**config.mk**
```make
export PLATFORM = sky130hd
export DESIGN_NAME = ptc_top
export DESIGN_NICKNAME = d
export VERILOG_FILES = /design/src/design/ptc_pkg.sv /design/src/design/ptc_conf_if.sv /design/src/design/ptc_edge_confirm.sv /design/src/design/ptc_top.sv
export SDC_FILE = /design/constraint.sdc
export NUM_CORES = 1
export LEC_CHECK = 0
export BUFFER_PORTS_ARGS = -buffer_cell sky130_fd_sc_hd__buf_2
export CAP_MARGIN = 25
export CORE_MARGIN = 3
export CORE_UTILIZATION = 30
export CTS_CLUSTER_SIZE = 10
export DETAILED_ROUTE_END_ITERATION = 16
export GPL_TIMING_DRIVEN = 0
export PLACE_DENSITY = 0.47
export SYNTH_ARGS = -nofsm -noshare
export SYNTH_HDL_FRONTEND = slang
export SYNTH_HIERARCHICAL = 1
export SYNTH_SLANG_ARGS = --single-unit
```
**constraint.sdc**
```tcl
create_clock -name CLK_I -period 1.66 [get_ports CLK_I]
set_input_delay 0.166 -clock CLK_I [delete_from_list [all_inputs] [get_ports CLK_I]]
set_output_delay 0.166 -clock CLK_I [all_outputs]
set_load 0.1 [all_outputs]
```
**src/design/ptc_pkg.sv**
```systemverilog
// Package holding the constants and types of the print timing pulse confirmation logic.
package ptc_pkg;

    // ************************************************************
    // Clock and resample timing.
    // ************************************************************
    // Controller clock rate in MHz.
    localparam int CLK_MHZ = 100;
    // Nominal resample delay after a candidate edge, in microseconds.
    localparam int T_RESAMPLE_US = 15;
    // Allowed deviation of the resample instant, in microseconds.
    localparam int T_TOL_US = 5;
    // Resample delay in clock cycles.
    localparam int RESAMPLE_CYC = T_RESAMPLE_US * CLK_MHZ;
    // Earliest legal resample instant in cycles, a least time rounded up.
    localparam int RESAMPLE_MIN_CYC = (T_RESAMPLE_US - T_TOL_US) * CLK_MHZ;
    // Latest legal resample instant in cycles, a longest time rounded down.
    localparam int RESAMPLE_MAX_CYC = (T_RESAMPLE_US + T_TOL_US) * CLK_MHZ;
    // Width of the resample delay counter.
    localparam int DLY_W = 12;

    // ************************************************************
    // Waveform polarity and counter widths.
    // ************************************************************
    // Shaped level that means the detector sees its target.
    localparam logic LEVEL_SENSED = 1'b1;
    // Default width of the column strobe counter.
    localparam int COL_CNT_W = 16;
    // Default width of the dot line counter.
    localparam int LINE_CNT_W = 8;

    // ************************************************************
    // Print cycle sequencing states.
    // ************************************************************
    typedef enum logic [1:0] {
        CY_IDLE  = 2'b00,
        CY_ARMED = 2'b01,
        CY_PEND  = 2'b10,
        CY_RUN   = 2'b11
    } ptc_cyc_t;

endpackage

```
**src/design/ptc_conf_if.sv**
```systemverilog
// Interface carrying one shaped waveform and its confirmation results.
`timescale 1ns/1ns
interface ptc_conf_if;
    // Shaped waveform level, confirmed pulse, rejected pulse and resample busy.
    logic wave;
    logic confirm;
    logic noise;
    logic busy;

    // The confirmer reads the waveform and reports results.
    modport confirmer (
        input wave,
        output confirm,
        output noise,
        output busy
    );

    // The user drives the waveform and reads results.
    modport user (
        output wave,
        input confirm,
        input noise,
        input busy
    );
endinterface

```
**src/design/ptc_edge_confirm.sv**
```systemverilog
// Rising edge detector with delayed resample confirmation for one shaped waveform.
`timescale 1ns/1ns
module ptc_edge_confirm
    import ptc_pkg::*;
#(
    parameter int DELAY_CYC = RESAMPLE_CYC
) (
    // Clock, reset and enable.
    input wire logic clk_i,
    input wire logic rst_n_i,
    input wire logic ce_i,
    // Waveform and results.
    ptc_conf_if.confirmer cf
);

    // ************************************************************
    // Parameter check.
    // ************************************************************
    // The resample instant must stay inside the tolerance band and the counter.
    if (DELAY_CYC < RESAMPLE_MIN_CYC || DELAY_CYC > RESAMPLE_MAX_CYC || DELAY_CYC >= (1 << DLY_W)) begin
        $error("ptc_edge_confirm: DELAY_CYC outside the legal resample window");
    end

    localparam logic [DLY_W-1:0] DLY_LAST = DLY_W'(DELAY_CYC - 1);

    // ************************************************************
    // State.
    // ************************************************************
    typedef struct packed {
        logic prev;
        logic first;
        logic busy;
        logic [DLY_W-1:0] cnt;
        logic confirm;
        logic noise;
    } ptc_ec_state_t;

    ptc_ec_state_t st;
    ptc_ec_state_t next_st;

    // Edges are looked for only while idle, so a bouncing edge cannot restart the wait.
    always_comb begin
        next_st = st;
        next_st.prev = cf.wave;
        next_st.confirm = 1'b0;
        next_st.noise = 1'b0;
        if (!st.busy) begin
            if (cf.wave == LEVEL_SENSED && st.prev != LEVEL_SENSED) begin
                next_st.busy = 1'b1;
                next_st.first = cf.wave;
                next_st.cnt = '0;
            end
        end else if (st.cnt == DLY_LAST) begin
            next_st.busy = 1'b0;
            if (cf.wave == st.first) begin
                next_st.confirm = 1'b1;
            end else begin
                next_st.noise = 1'b1;
            end
        end else begin
            next_st.cnt = st.cnt + DLY_W'(1);
        end
    end

    // Register the state; the first sample after reset sees the line as already high
    // so a level that is high at release is not taken for an edge.
    always_ff @(posedge clk_i) begin
        if (!rst_n_i) begin
            st <= '{prev: LEVEL_SENSED, first: 1'b0, busy: 1'b0, cnt: '0, confirm: 1'b0, noise: 1'b0};
        end else if (ce_i) begin
            st <= next_st;
        end
    end

    // Results come straight from flip-flops.
    assign cf.confirm = st.confirm;
    assign cf.noise = st.noise;
    assign cf.busy = st.busy;

endmodule

```
**src/design/ptc_top.sv**
```systemverilog
// Top of the print timing pulse confirmation logic: column strobes, line index and cycle counting.
`timescale 1ns/1ns

// Summary of operation
// - A rising edge of the shaped column waveform is a candidate strobe.
// - Resample the shaped waveform 15 us after the candidate edge.
// - A strobe is confirmed only when both samples agree.
// - Disagreeing samples mean noise; no strobe is produced.
// - Confirmed strobes pace solenoid firing and the fast feed trigger.
// - A confirmed line index clears the strobe count per character cycle.
// - The line index is applied only at the first strobe of line 1.
// - No further clearing until the whole print cycle has finished.
// - Shaped waveforms are inverted relative to detector outputs.
// - Sensor supply switches on and off together with the motor drive.
// - The line index is confirmed by the same edge and resample check.
module ptc_top
    import ptc_pkg::*;
#(
    parameter int CNT_W = COL_CNT_W,
    parameter int LINE_W = LINE_CNT_W,
    parameter int DELAY_CYC = RESAMPLE_CYC
) (
    // Clock, reset and enable.
    input wire logic CLK_I,
    input wire logic RST_N_I,
    input wire logic CE_I,
    // Shaped waveforms, high while the target is sensed.
    input wire logic TIMING_WAVE_I,
    input wire logic RESET_WAVE_I,
    // Print sequencer controls.
    input wire logic MOTOR_ON_I,
    input wire logic CYCLE_START_I,
    input wire logic CYCLE_DONE_I,
    // Confirmed pulses.
    output logic COL_STROBE_O,
    output logic LINE_INDEX_O,
    // Noise reports and the ignored index flag.
    output logic COL_NOISE_O,
    output logic LINE_NOISE_O,
    output logic INDEX_IGNORED_O,
    // Counts and status.
    output logic [CNT_W-1:0] COL_COUNT_O,
    output logic [LINE_W-1:0] DOT_LINE_O,
    output logic [1:0] CYCLE_STATE_O,
    output logic CYCLE_ACTIVE_O,
    // Sensor supply enable.
    output logic SENSOR_PWR_O
);

    // ************************************************************
    // Parameter check.
    // ************************************************************
    // Counters need at least two bits to be of any use.
    if (CNT_W < 2 || CNT_W > 32 || LINE_W < 2 || LINE_W > 32) begin
        $error("ptc_top: counter widths must lie between 2 and 32");
    end

    // ************************************************************
    // Edge confirmation for both detectors.
    // ************************************************************
    ptc_conf_if col_if ();
    ptc_conf_if idx_if ();

    // The shaped waveforms are already inverted by the shaping stage, so high means sensed.
    assign col_if.wave = TIMING_WAVE_I;
    assign idx_if.wave = RESET_WAVE_I;

    // Column timing waveform confirmer.
    ptc_edge_confirm #(
        .DELAY_CYC(DELAY_CYC)
    ) u_col_confirm (
        .clk_i(CLK_I),
        .rst_n_i(RST_N_I),
        .ce_i(CE_I),
        .cf(col_if)
    );

    // Line index waveform confirmer uses the same edge and resample scheme.
    ptc_edge_confirm #(
        .DELAY_CYC(DELAY_CYC)
    ) u_idx_confirm (
        .clk_i(CLK_I),
        .rst_n_i(RST_N_I),
        .ce_i(CE_I),
        .cf(idx_if)
    );

    // ************************************************************
    // Counting helper.
    // ************************************************************
    // Counters saturate instead of wrapping, so an overlong cycle shows a stuck value, not a small one.
    function automatic logic [31:0] sat_inc(input logic [31:0] val, input int width);
        logic [31:0] top_val;
        top_val = (width >= 32) ? 32'hFFFFFFFF : ((32'h00000001 << width) - 32'h00000001);
        sat_inc = (val >= top_val) ? val : (val + 32'h00000001);
    endfunction

    // ************************************************************
    // State.
    // ************************************************************
    typedef struct packed {
        ptc_cyc_t cyc;
        logic [CNT_W-1:0] col_cnt;
        logic [LINE_W-1:0] line_cnt;
        logic strobe;
        logic index;
        logic col_noise;
        logic line_noise;
        logic ignored;
        logic pwr;
    } ptc_top_state_t;

    ptc_top_state_t st;
    ptc_top_state_t next_st;

    logic col_ok;
    logic idx_ok;
    logic [CNT_W-1:0] col_inc;
    logic [LINE_W-1:0] line_inc;

    // Confirmed events and incremented counts.
    assign col_ok = col_if.confirm;
    assign idx_ok = idx_if.confirm;
    assign col_inc = CNT_W'(sat_inc(32'(st.col_cnt), CNT_W));
    assign line_inc = LINE_W'(sat_inc(32'(st.line_cnt), LINE_W));

    // Cycle sequencing: arm on start, hold an index until the first strobe, then run untouched.
    always_comb begin
        next_st = st;
        next_st.strobe = col_ok;
        next_st.index = idx_ok;
        next_st.col_noise = col_if.noise;
        next_st.line_noise = idx_if.noise;
        next_st.ignored = 1'b0;
        next_st.pwr = MOTOR_ON_I;
        if (col_ok) begin
            next_st.col_cnt = col_inc;
        end
        case (st.cyc)
            CY_IDLE: begin
                if (CYCLE_START_I) begin
                    next_st.cyc = CY_ARMED;
                end
            end
            CY_ARMED: begin
                if (CYCLE_DONE_I) begin
                    next_st.cyc = CY_IDLE;
                end else if (idx_ok && col_ok) begin
                    next_st.col_cnt = {{(CNT_W-1){1'b0}}, 1'b1};
                    next_st.line_cnt = {{(LINE_W-1){1'b0}}, 1'b1};
                    next_st.cyc = CY_RUN;
                end else if (idx_ok) begin
                    next_st.line_cnt = {{(LINE_W-1){1'b0}}, 1'b1};
                    next_st.cyc = CY_PEND;
                end
            end
            CY_PEND: begin
                // The index takes effect only with the first confirmed strobe of line 1.
                if (CYCLE_DONE_I) begin
                    next_st.cyc = CY_IDLE;
                end else if (col_ok) begin
                    next_st.col_cnt = {{(CNT_W-1){1'b0}}, 1'b1};
                    next_st.cyc = CY_RUN;
                end
            end
            CY_RUN: begin
                // Later index pulses only advance the dot line and raise the ignored flag; the count is left alone.
                if (CYCLE_DONE_I) begin
                    next_st.cyc = CY_IDLE;
                end else if (idx_ok) begin
                    next_st.line_cnt = line_inc;
                    next_st.ignored = 1'b1;
                end
            end
            default: begin
                next_st.cyc = CY_IDLE;
            end
        endcase
    end

    // Register the state.
    always_ff @(posedge CLK_I) begin
        if (!RST_N_I) begin
            st <= '{cyc: CY_IDLE, col_cnt: '0, line_cnt: '0, strobe: 1'b0, index: 1'b0,
                    col_noise: 1'b0, line_noise: 1'b0, ignored: 1'b0, pwr: 1'b0};
        end else if (CE_I) begin
            st <= next_st;
        end
    end

    // ************************************************************
    // Outputs, all from flip-flops except CYCLE_ACTIVE_O, which is decoded from the cycle state.
    // ************************************************************
    assign COL_STROBE_O = st.strobe;
    assign LINE_INDEX_O = st.index;
    assign COL_NOISE_O = st.col_noise;
    assign LINE_NOISE_O = st.line_noise;
    assign INDEX_IGNORED_O = st.ignored;
    assign COL_COUNT_O = st.col_cnt;
    assign DOT_LINE_O = st.line_cnt;
    assign CYCLE_STATE_O = st.cyc;
    assign CYCLE_ACTIVE_O = (st.cyc == CY_RUN);
    assign SENSOR_PWR_O = st.pwr;

endmodule

```
After elaboration in Yosys (flattened, before gate mapping)
Index checks and enable logic that the tools add are counted.
- $add $sub $neg: 4
- $lt $le $gt $ge: 2
- eq/ne operators: 18
- multiplexer cells: 39
- bitwise operators: 4
- reductions and logical operators: 13
- operator list (operator ; number):
    $mux W16 ; 4
    $mux W13 ; 4
    $mux W8 ; 5
    $pmux W16 S2 ; 1
    $add A12 B1 Y12 const B ; 2
    $eq A12 B11 Y1 const B ; 2
    $mux W12 ; 2
    $mux W24 ; 1
    $mux W2 ; 10
    $mux W18 ; 1
    $add A16 B1 Y16 const B ; 1
    $ge A16 B16 Y1 const B ; 1
    $pmux W8 S2 ; 1
    $ne A2 B2 Y1 const B ; 7
    $reduce_and A3 Y1 ; 4
    $mux W1 ; 9
    $add A8 B1 Y8 const B ; 1
    $ge A8 B8 Y1 const B ; 1
    $pmux W2 S4 ; 1
    $reduce_and A7 Y1 ; 1
    $ne A3 B2 Y1 const B ; 2
    $reduce_bool A2 Y1 ; 3
    $reduce_and A5 Y1 ; 1
    $eq A2 B2 Y1 const B ; 2
    7 further kinds ; 13
- register bits: 66
- bits of input ports: 8
- output and inout port bits: 33
- word-level logic and storage cells: 101

Logic depth before layout (Yosys ltp)
- depth in word-level cells: 6
- gate-level depth with buffers: 8
- depth with buffers taken out: 7

Cells and area by module
The synthesis kept the hierarchy.
- by module, submodules not included (module ; times used ; cells an instance ; area each (um^2) ; sequential area each (um^2)):
    ptc_top ; 1 ; 231 ; 1880.6 ; 640.6
    ptc_edge_confirm ; 2 ; 108 ; 922.1 ; 340.3

Worst setup path before layout
OpenSTA, ideal clock, no wires.
- kind: reg-to-reg
- from: register st, in the netlist CYCLE_STATE_O[1]
- to: register st, in the netlist DOT_LINE_O[0]
- setup time: 0.120 ns
- arrival: 3.292 ns
- data required time: 1.540 ns
- setup slack: -1.752 ns
- cell stages (with the launch flop): 7
- path buffers: 1
- clock period less this slack: 3.412 ns
- cell sequence: dfxtp_1 ha_1 clkbuf_1 nand3_1 nor3_1 nor4b_1 o31a_1
- cells in the longest elaborated chain, start to end: 3
- elaborated cells between the ends (all ways): 10
- those cells by class: eq/ne (7); mux (1); reduce/logical (2)
- ends and longest elaborated chain (item ; RTL line ; text):
    start: declaration ; ptc_top.sv:113 ; ptc_top_state_t st;
    start signal: assignment ; ptc_top.sv:184 ; st <= '{cyc: CY_IDLE, col_cnt: '0, line_cnt: '0, strobe: 1'b0, index: 1'b0,
    start signal: assignment ; ptc_top.sv:187 ; st <= next_st;
    $eq A2 B2 Y1 (*) ; -- ;
    named net CYCLE_ACTIVE_O ; ptc_top.sv:45 ; output logic CYCLE_ACTIVE_O,
    $ne A2 B1 Y1 (no source line), or another cell as far along ; -- ;
    $reduce_and A7 Y1 (no source line) ; -- ;
The timed path passes the listed nets; every way through them passes the cells marked *.
A chain may end at the register's enable or synchronous reset.

Worst setup path after layout
- from: register st, in the netlist COL_COUNT_O[3]
- to: register st, in the netlist COL_COUNT_O[1]
- cells in the longest elaborated chain, start to end: 6
- elaborated cells between the ends (all ways): 8
- those cells by class: order compare (1); mux (7)
- ends and longest elaborated chain (item ; RTL line ; text):
    $ge A16 B16 Y1 (*) ; ptc_top.sv:95 ; sat_inc = (val >= top_val) ? val : (val + 32'h00000001);
    $mux W16 (*) ; ptc_top.sv:95 ;
    $mux W16 (*) ; ptc_top.sv:136 ; if (col_ok) begin
    $mux W18 / $mux W16 (equally long branches) ; ptc_top.sv:161, ptc_top.sv:148 ;
    $mux W16 / $mux W24 (equally long branches) ; ptc_top.sv:159, ptc_top.sv:146 ;
    $pmux W16 S2 (*) ; ptc_top.sv:139 ; case (st.cyc)
Every way passes the cells marked *; elsewhere a longest branch is shown, timed or not. The select of a mux whose other input is x is not followed.

==> reports/results.ini <==
[synth]
synthDominantAreaCellType = dfxtp_1
post-synth-top-count-cell = dfxtp_1
syn-mean-instance-area_um2 = 8.333
synth_compound_gate_area_share_pct = 22.17
synthTopCellsByCount = dfxtp_1, nand2_1, nor2_1, nand3_1, a21oi_1
mappedNetlistNets = 463
yosysWarnings = 6
synth_top_flop_cell = dfxtp_1
netlist_area_mm2 = 0.003725
synth_enable_flop_cells = 0
postSynthRegisterBits = 66
synth_xor_area_share_pct = 1.881
synth_cells = 447
synth.top_cell.area_share_pct = 35.47
synth-adder-area-share_pct = 2.687
post_synth_mux_area_share_pct = 2.687
synth_top_family_by_area = simple AND/OR/NAND/NOR gates
share_of_the_yosys_chip_area_belonging_to_registers_pct = 35.47
yosys.area_share.simple_pct = 31.41
synth_async_sr_flop_share_pct = 0
synth_area_leaders = dfxtp_1, nand2_1, nor2_1
synth.lib_cells_used.distinct = 64

[min_path]
hold_class = input port to register

[setup_path]
setup.worst_path.start_class = register
cp_max_fanout = 5
setup.worst_path.class = register to register
critical_path_arrival_ns = 2.05
timing.reg2reg.setup_slack_ns = -0.11
critPathCaptureType = register
cp.required_ns = 1.93

[global_route]
global_route_usage_over_all_layers_pct = 16.29
first_global_vias = 3672
antenna_found_initial = 0
grt_overflow_total = 0
maximum_number_of_pins_on_one_net_before_global_route_repair = 23
grt_pass1_wl_um = 18630

[power_and_ir_drop]
vdd_drop_max_v = 0.0003894
net_switching_uw = 929.4
p_leak_nw = 1.895
intPower_mw = 2.907
power.share.sequential_pct = 41.3
clkPwrFrac_pct = 50.0
pwr-share-comb_pct = 8.7
power_density_mw_per_mm2 = 733.0
swShare_pct = 24.22

[drt]
via_count = 3773
detail_route.wirelength_um = 11080
wl_per_cell_um = 15.72
dr.pass1.iters = 5
drt_iter0_markers = 197
avgViaCountPerCell = 5.352
drc = 0
antenna_violating_nets_post_route = 0

[final_layout]
nNetsFinal = 548
n_antenna_cell = 0
final.fill_count = 1173
final_cell_area_mm2 = 0.005234
final_layout_size_suffix_gt1_share_pct = 37.62
layoutNonFillerInstCount = 705
sequential_cell_area_mm2 = 0.001403
multi_input_comb_area_mm2 = 0.002659
synthToLayoutAreaGrowth_pct = 40.51

[clock_network]
cts_tree = built
htree_levels = 3
cts-root-buf = clkbuf_16
number_of_clock_sinks_seen_by_cts = 66
clk_pin_slew_worst_paths_ns = 0.05
cts-buffers-inserted = 9
cts.path.max_buffers = 2
clk-insertion-delay-late_ns = 0.33

[sta]
whs_ns = 0.1028
hold_fails_final_rpt = 0
report.final.setup_viol = 14
rsz0062_at_grt = yes
final_worst_path_setup_slack_ns = -0.1149
layout_min_cycle_time_ns = 1.775
final.period_utilization_pct = 106.9
fmax_mhz = 563.4
setup-tns-final_ns = -0.9138
worst-slew-pin-transition_ns = 0.5774
drv_slew = 0
remaining_max_slew_budget_at_the_tightest_pin_pct = 61.50
finalClockSkew_ns = 0.003399

[floorplan]
ios = 41
dieArea_mm2 = 0.01379
placement_rows = 40
floorplan.core_area_mm2 = 0.01206
initial_core_util_pct = 30.88
die_height_um = 117.4
dieWidth_um = 117.4

[run_status]
violations = negative setup slack
status = finished, violations left

[place]
dpl-instance-area_mm2 = 0.004340
dp_hpwl_um = 7153
placed_cells = 654
gp_routability_congestion = 0.8085
placement_stage_worst_setup_slack_ns = -0.4174
placement.io_buffers = 39

[run]
max-cap-violations = 0

power by group through the flow:
stage,registers (mW),clock network [mW],logic (mW)
after floorplan,1.64,0,0.147
after global routing,1.59,2.05,0.362
after CTS,1.58,1.99,0.306
after detailed placement,1.61,0,0.248
final,1.58,1.92,0.333
after global placement,1.61,0,0.247
registers in the layout (all words and copies together), names as in the netlist, 2 cells and up:
signal and count:
COL_COUNT_O 16, u_col_confirm/st 14, u_idx_confirm/st 14, DOT_LINE_O 8, CYCLE_STATE_O 2
layout make-up:
| type | instances | share of cell area (%) |
|---|---|---|
| Multi-Input combinational cell | 350 | 50.80 |
| Clock buffer | 15 | 5.690 |
| Timing Repair Buffer | 77 | 9.873 |
| Tap cell | 168 | 4.016 |
| Inverter | 13 | 1.028 |
| Sequential cell | 66 | 26.80 |
| Clock inverter | 1 | 0.09563 |
| Buffer | 15 | 1.697 |
placed cells by master, fill, tap and decap left out, types with 8 or more instances in the layout:
cell type	synthesis	routed
mux2i_1	10	10
dfxtp_1	66	37
dfxtp_4	0	18
xnor2_1	8	8
nand4_1	11	11
o21ai_0	18	10
a31oi_1	17	15
nand2b_1	9	9
a21oi_1	21	18
nand2_1	41	36
buf_2	4	43
buf_4	0	32
dfxtp_2	0	11
nor3_1	13	10
o21ai_1	11	16
nor2b_1	11	10
nand3_1	25	21
clkbuf_16	0	9
inv_1	13	11
nor2_1	34	33
logic make-up after synthesis:
kind of cell	after synthesis
compound gates	120
xor+xnor	8
fa+ha+maj	8
buf+inv	31
flops	66
mux	10
simple gates	204
path summary, 6_finish.rpt:
path,from,to,depth (start not counted)
worst max register to register,COL_COUNT_O[3],COL_COUNT_O[1],6
worst min register to register,COL_COUNT_O[15],COL_COUNT_O[15],1
worst max-delay path,COL_COUNT_O[3],COL_COUNT_O[1],6
worst min-delay path,MOTOR_ON_I,SENSOR_PWR_O,3
worst max-delay path, cell delays in order, from the launching register on:
cell and delay, ns:
dfxtp_4 0.36, nand4_4 0.14, buf_4 0.16, or4_4 0.59, and2_4 0.19, o21ai_1 0.14
a32o_1 0.14
repair_timing:
item | in CTS | in global routing
buffers inserted | 24 | 12
hold buffers | 0 | 0
gates resized for setup | 38 | 37
endpoints found under the setup margin | 23 | 41
pin swaps | 23 | 22
gates cloned | 1 | 1
stage by stage:
stage,power (mW),utilization (%)
after CTS,3.876,41.27
after floorplan,1.789,-
after global placement,1.862,35.99
after detailed placement,1.863,35.99
final,3.836,43.39
after global routing,4.001,43.39
routing by layer:
layer	up-vias	track usage (%)	wire length (um)
met5	-	0	0
met4	0	7.185	160
met3	11	3.038	323
met2	58	26.34	5456
met1	1835	21.20	5142
li1	1869	-	-
Note: power is estimated with default switching activity, not from simulation.
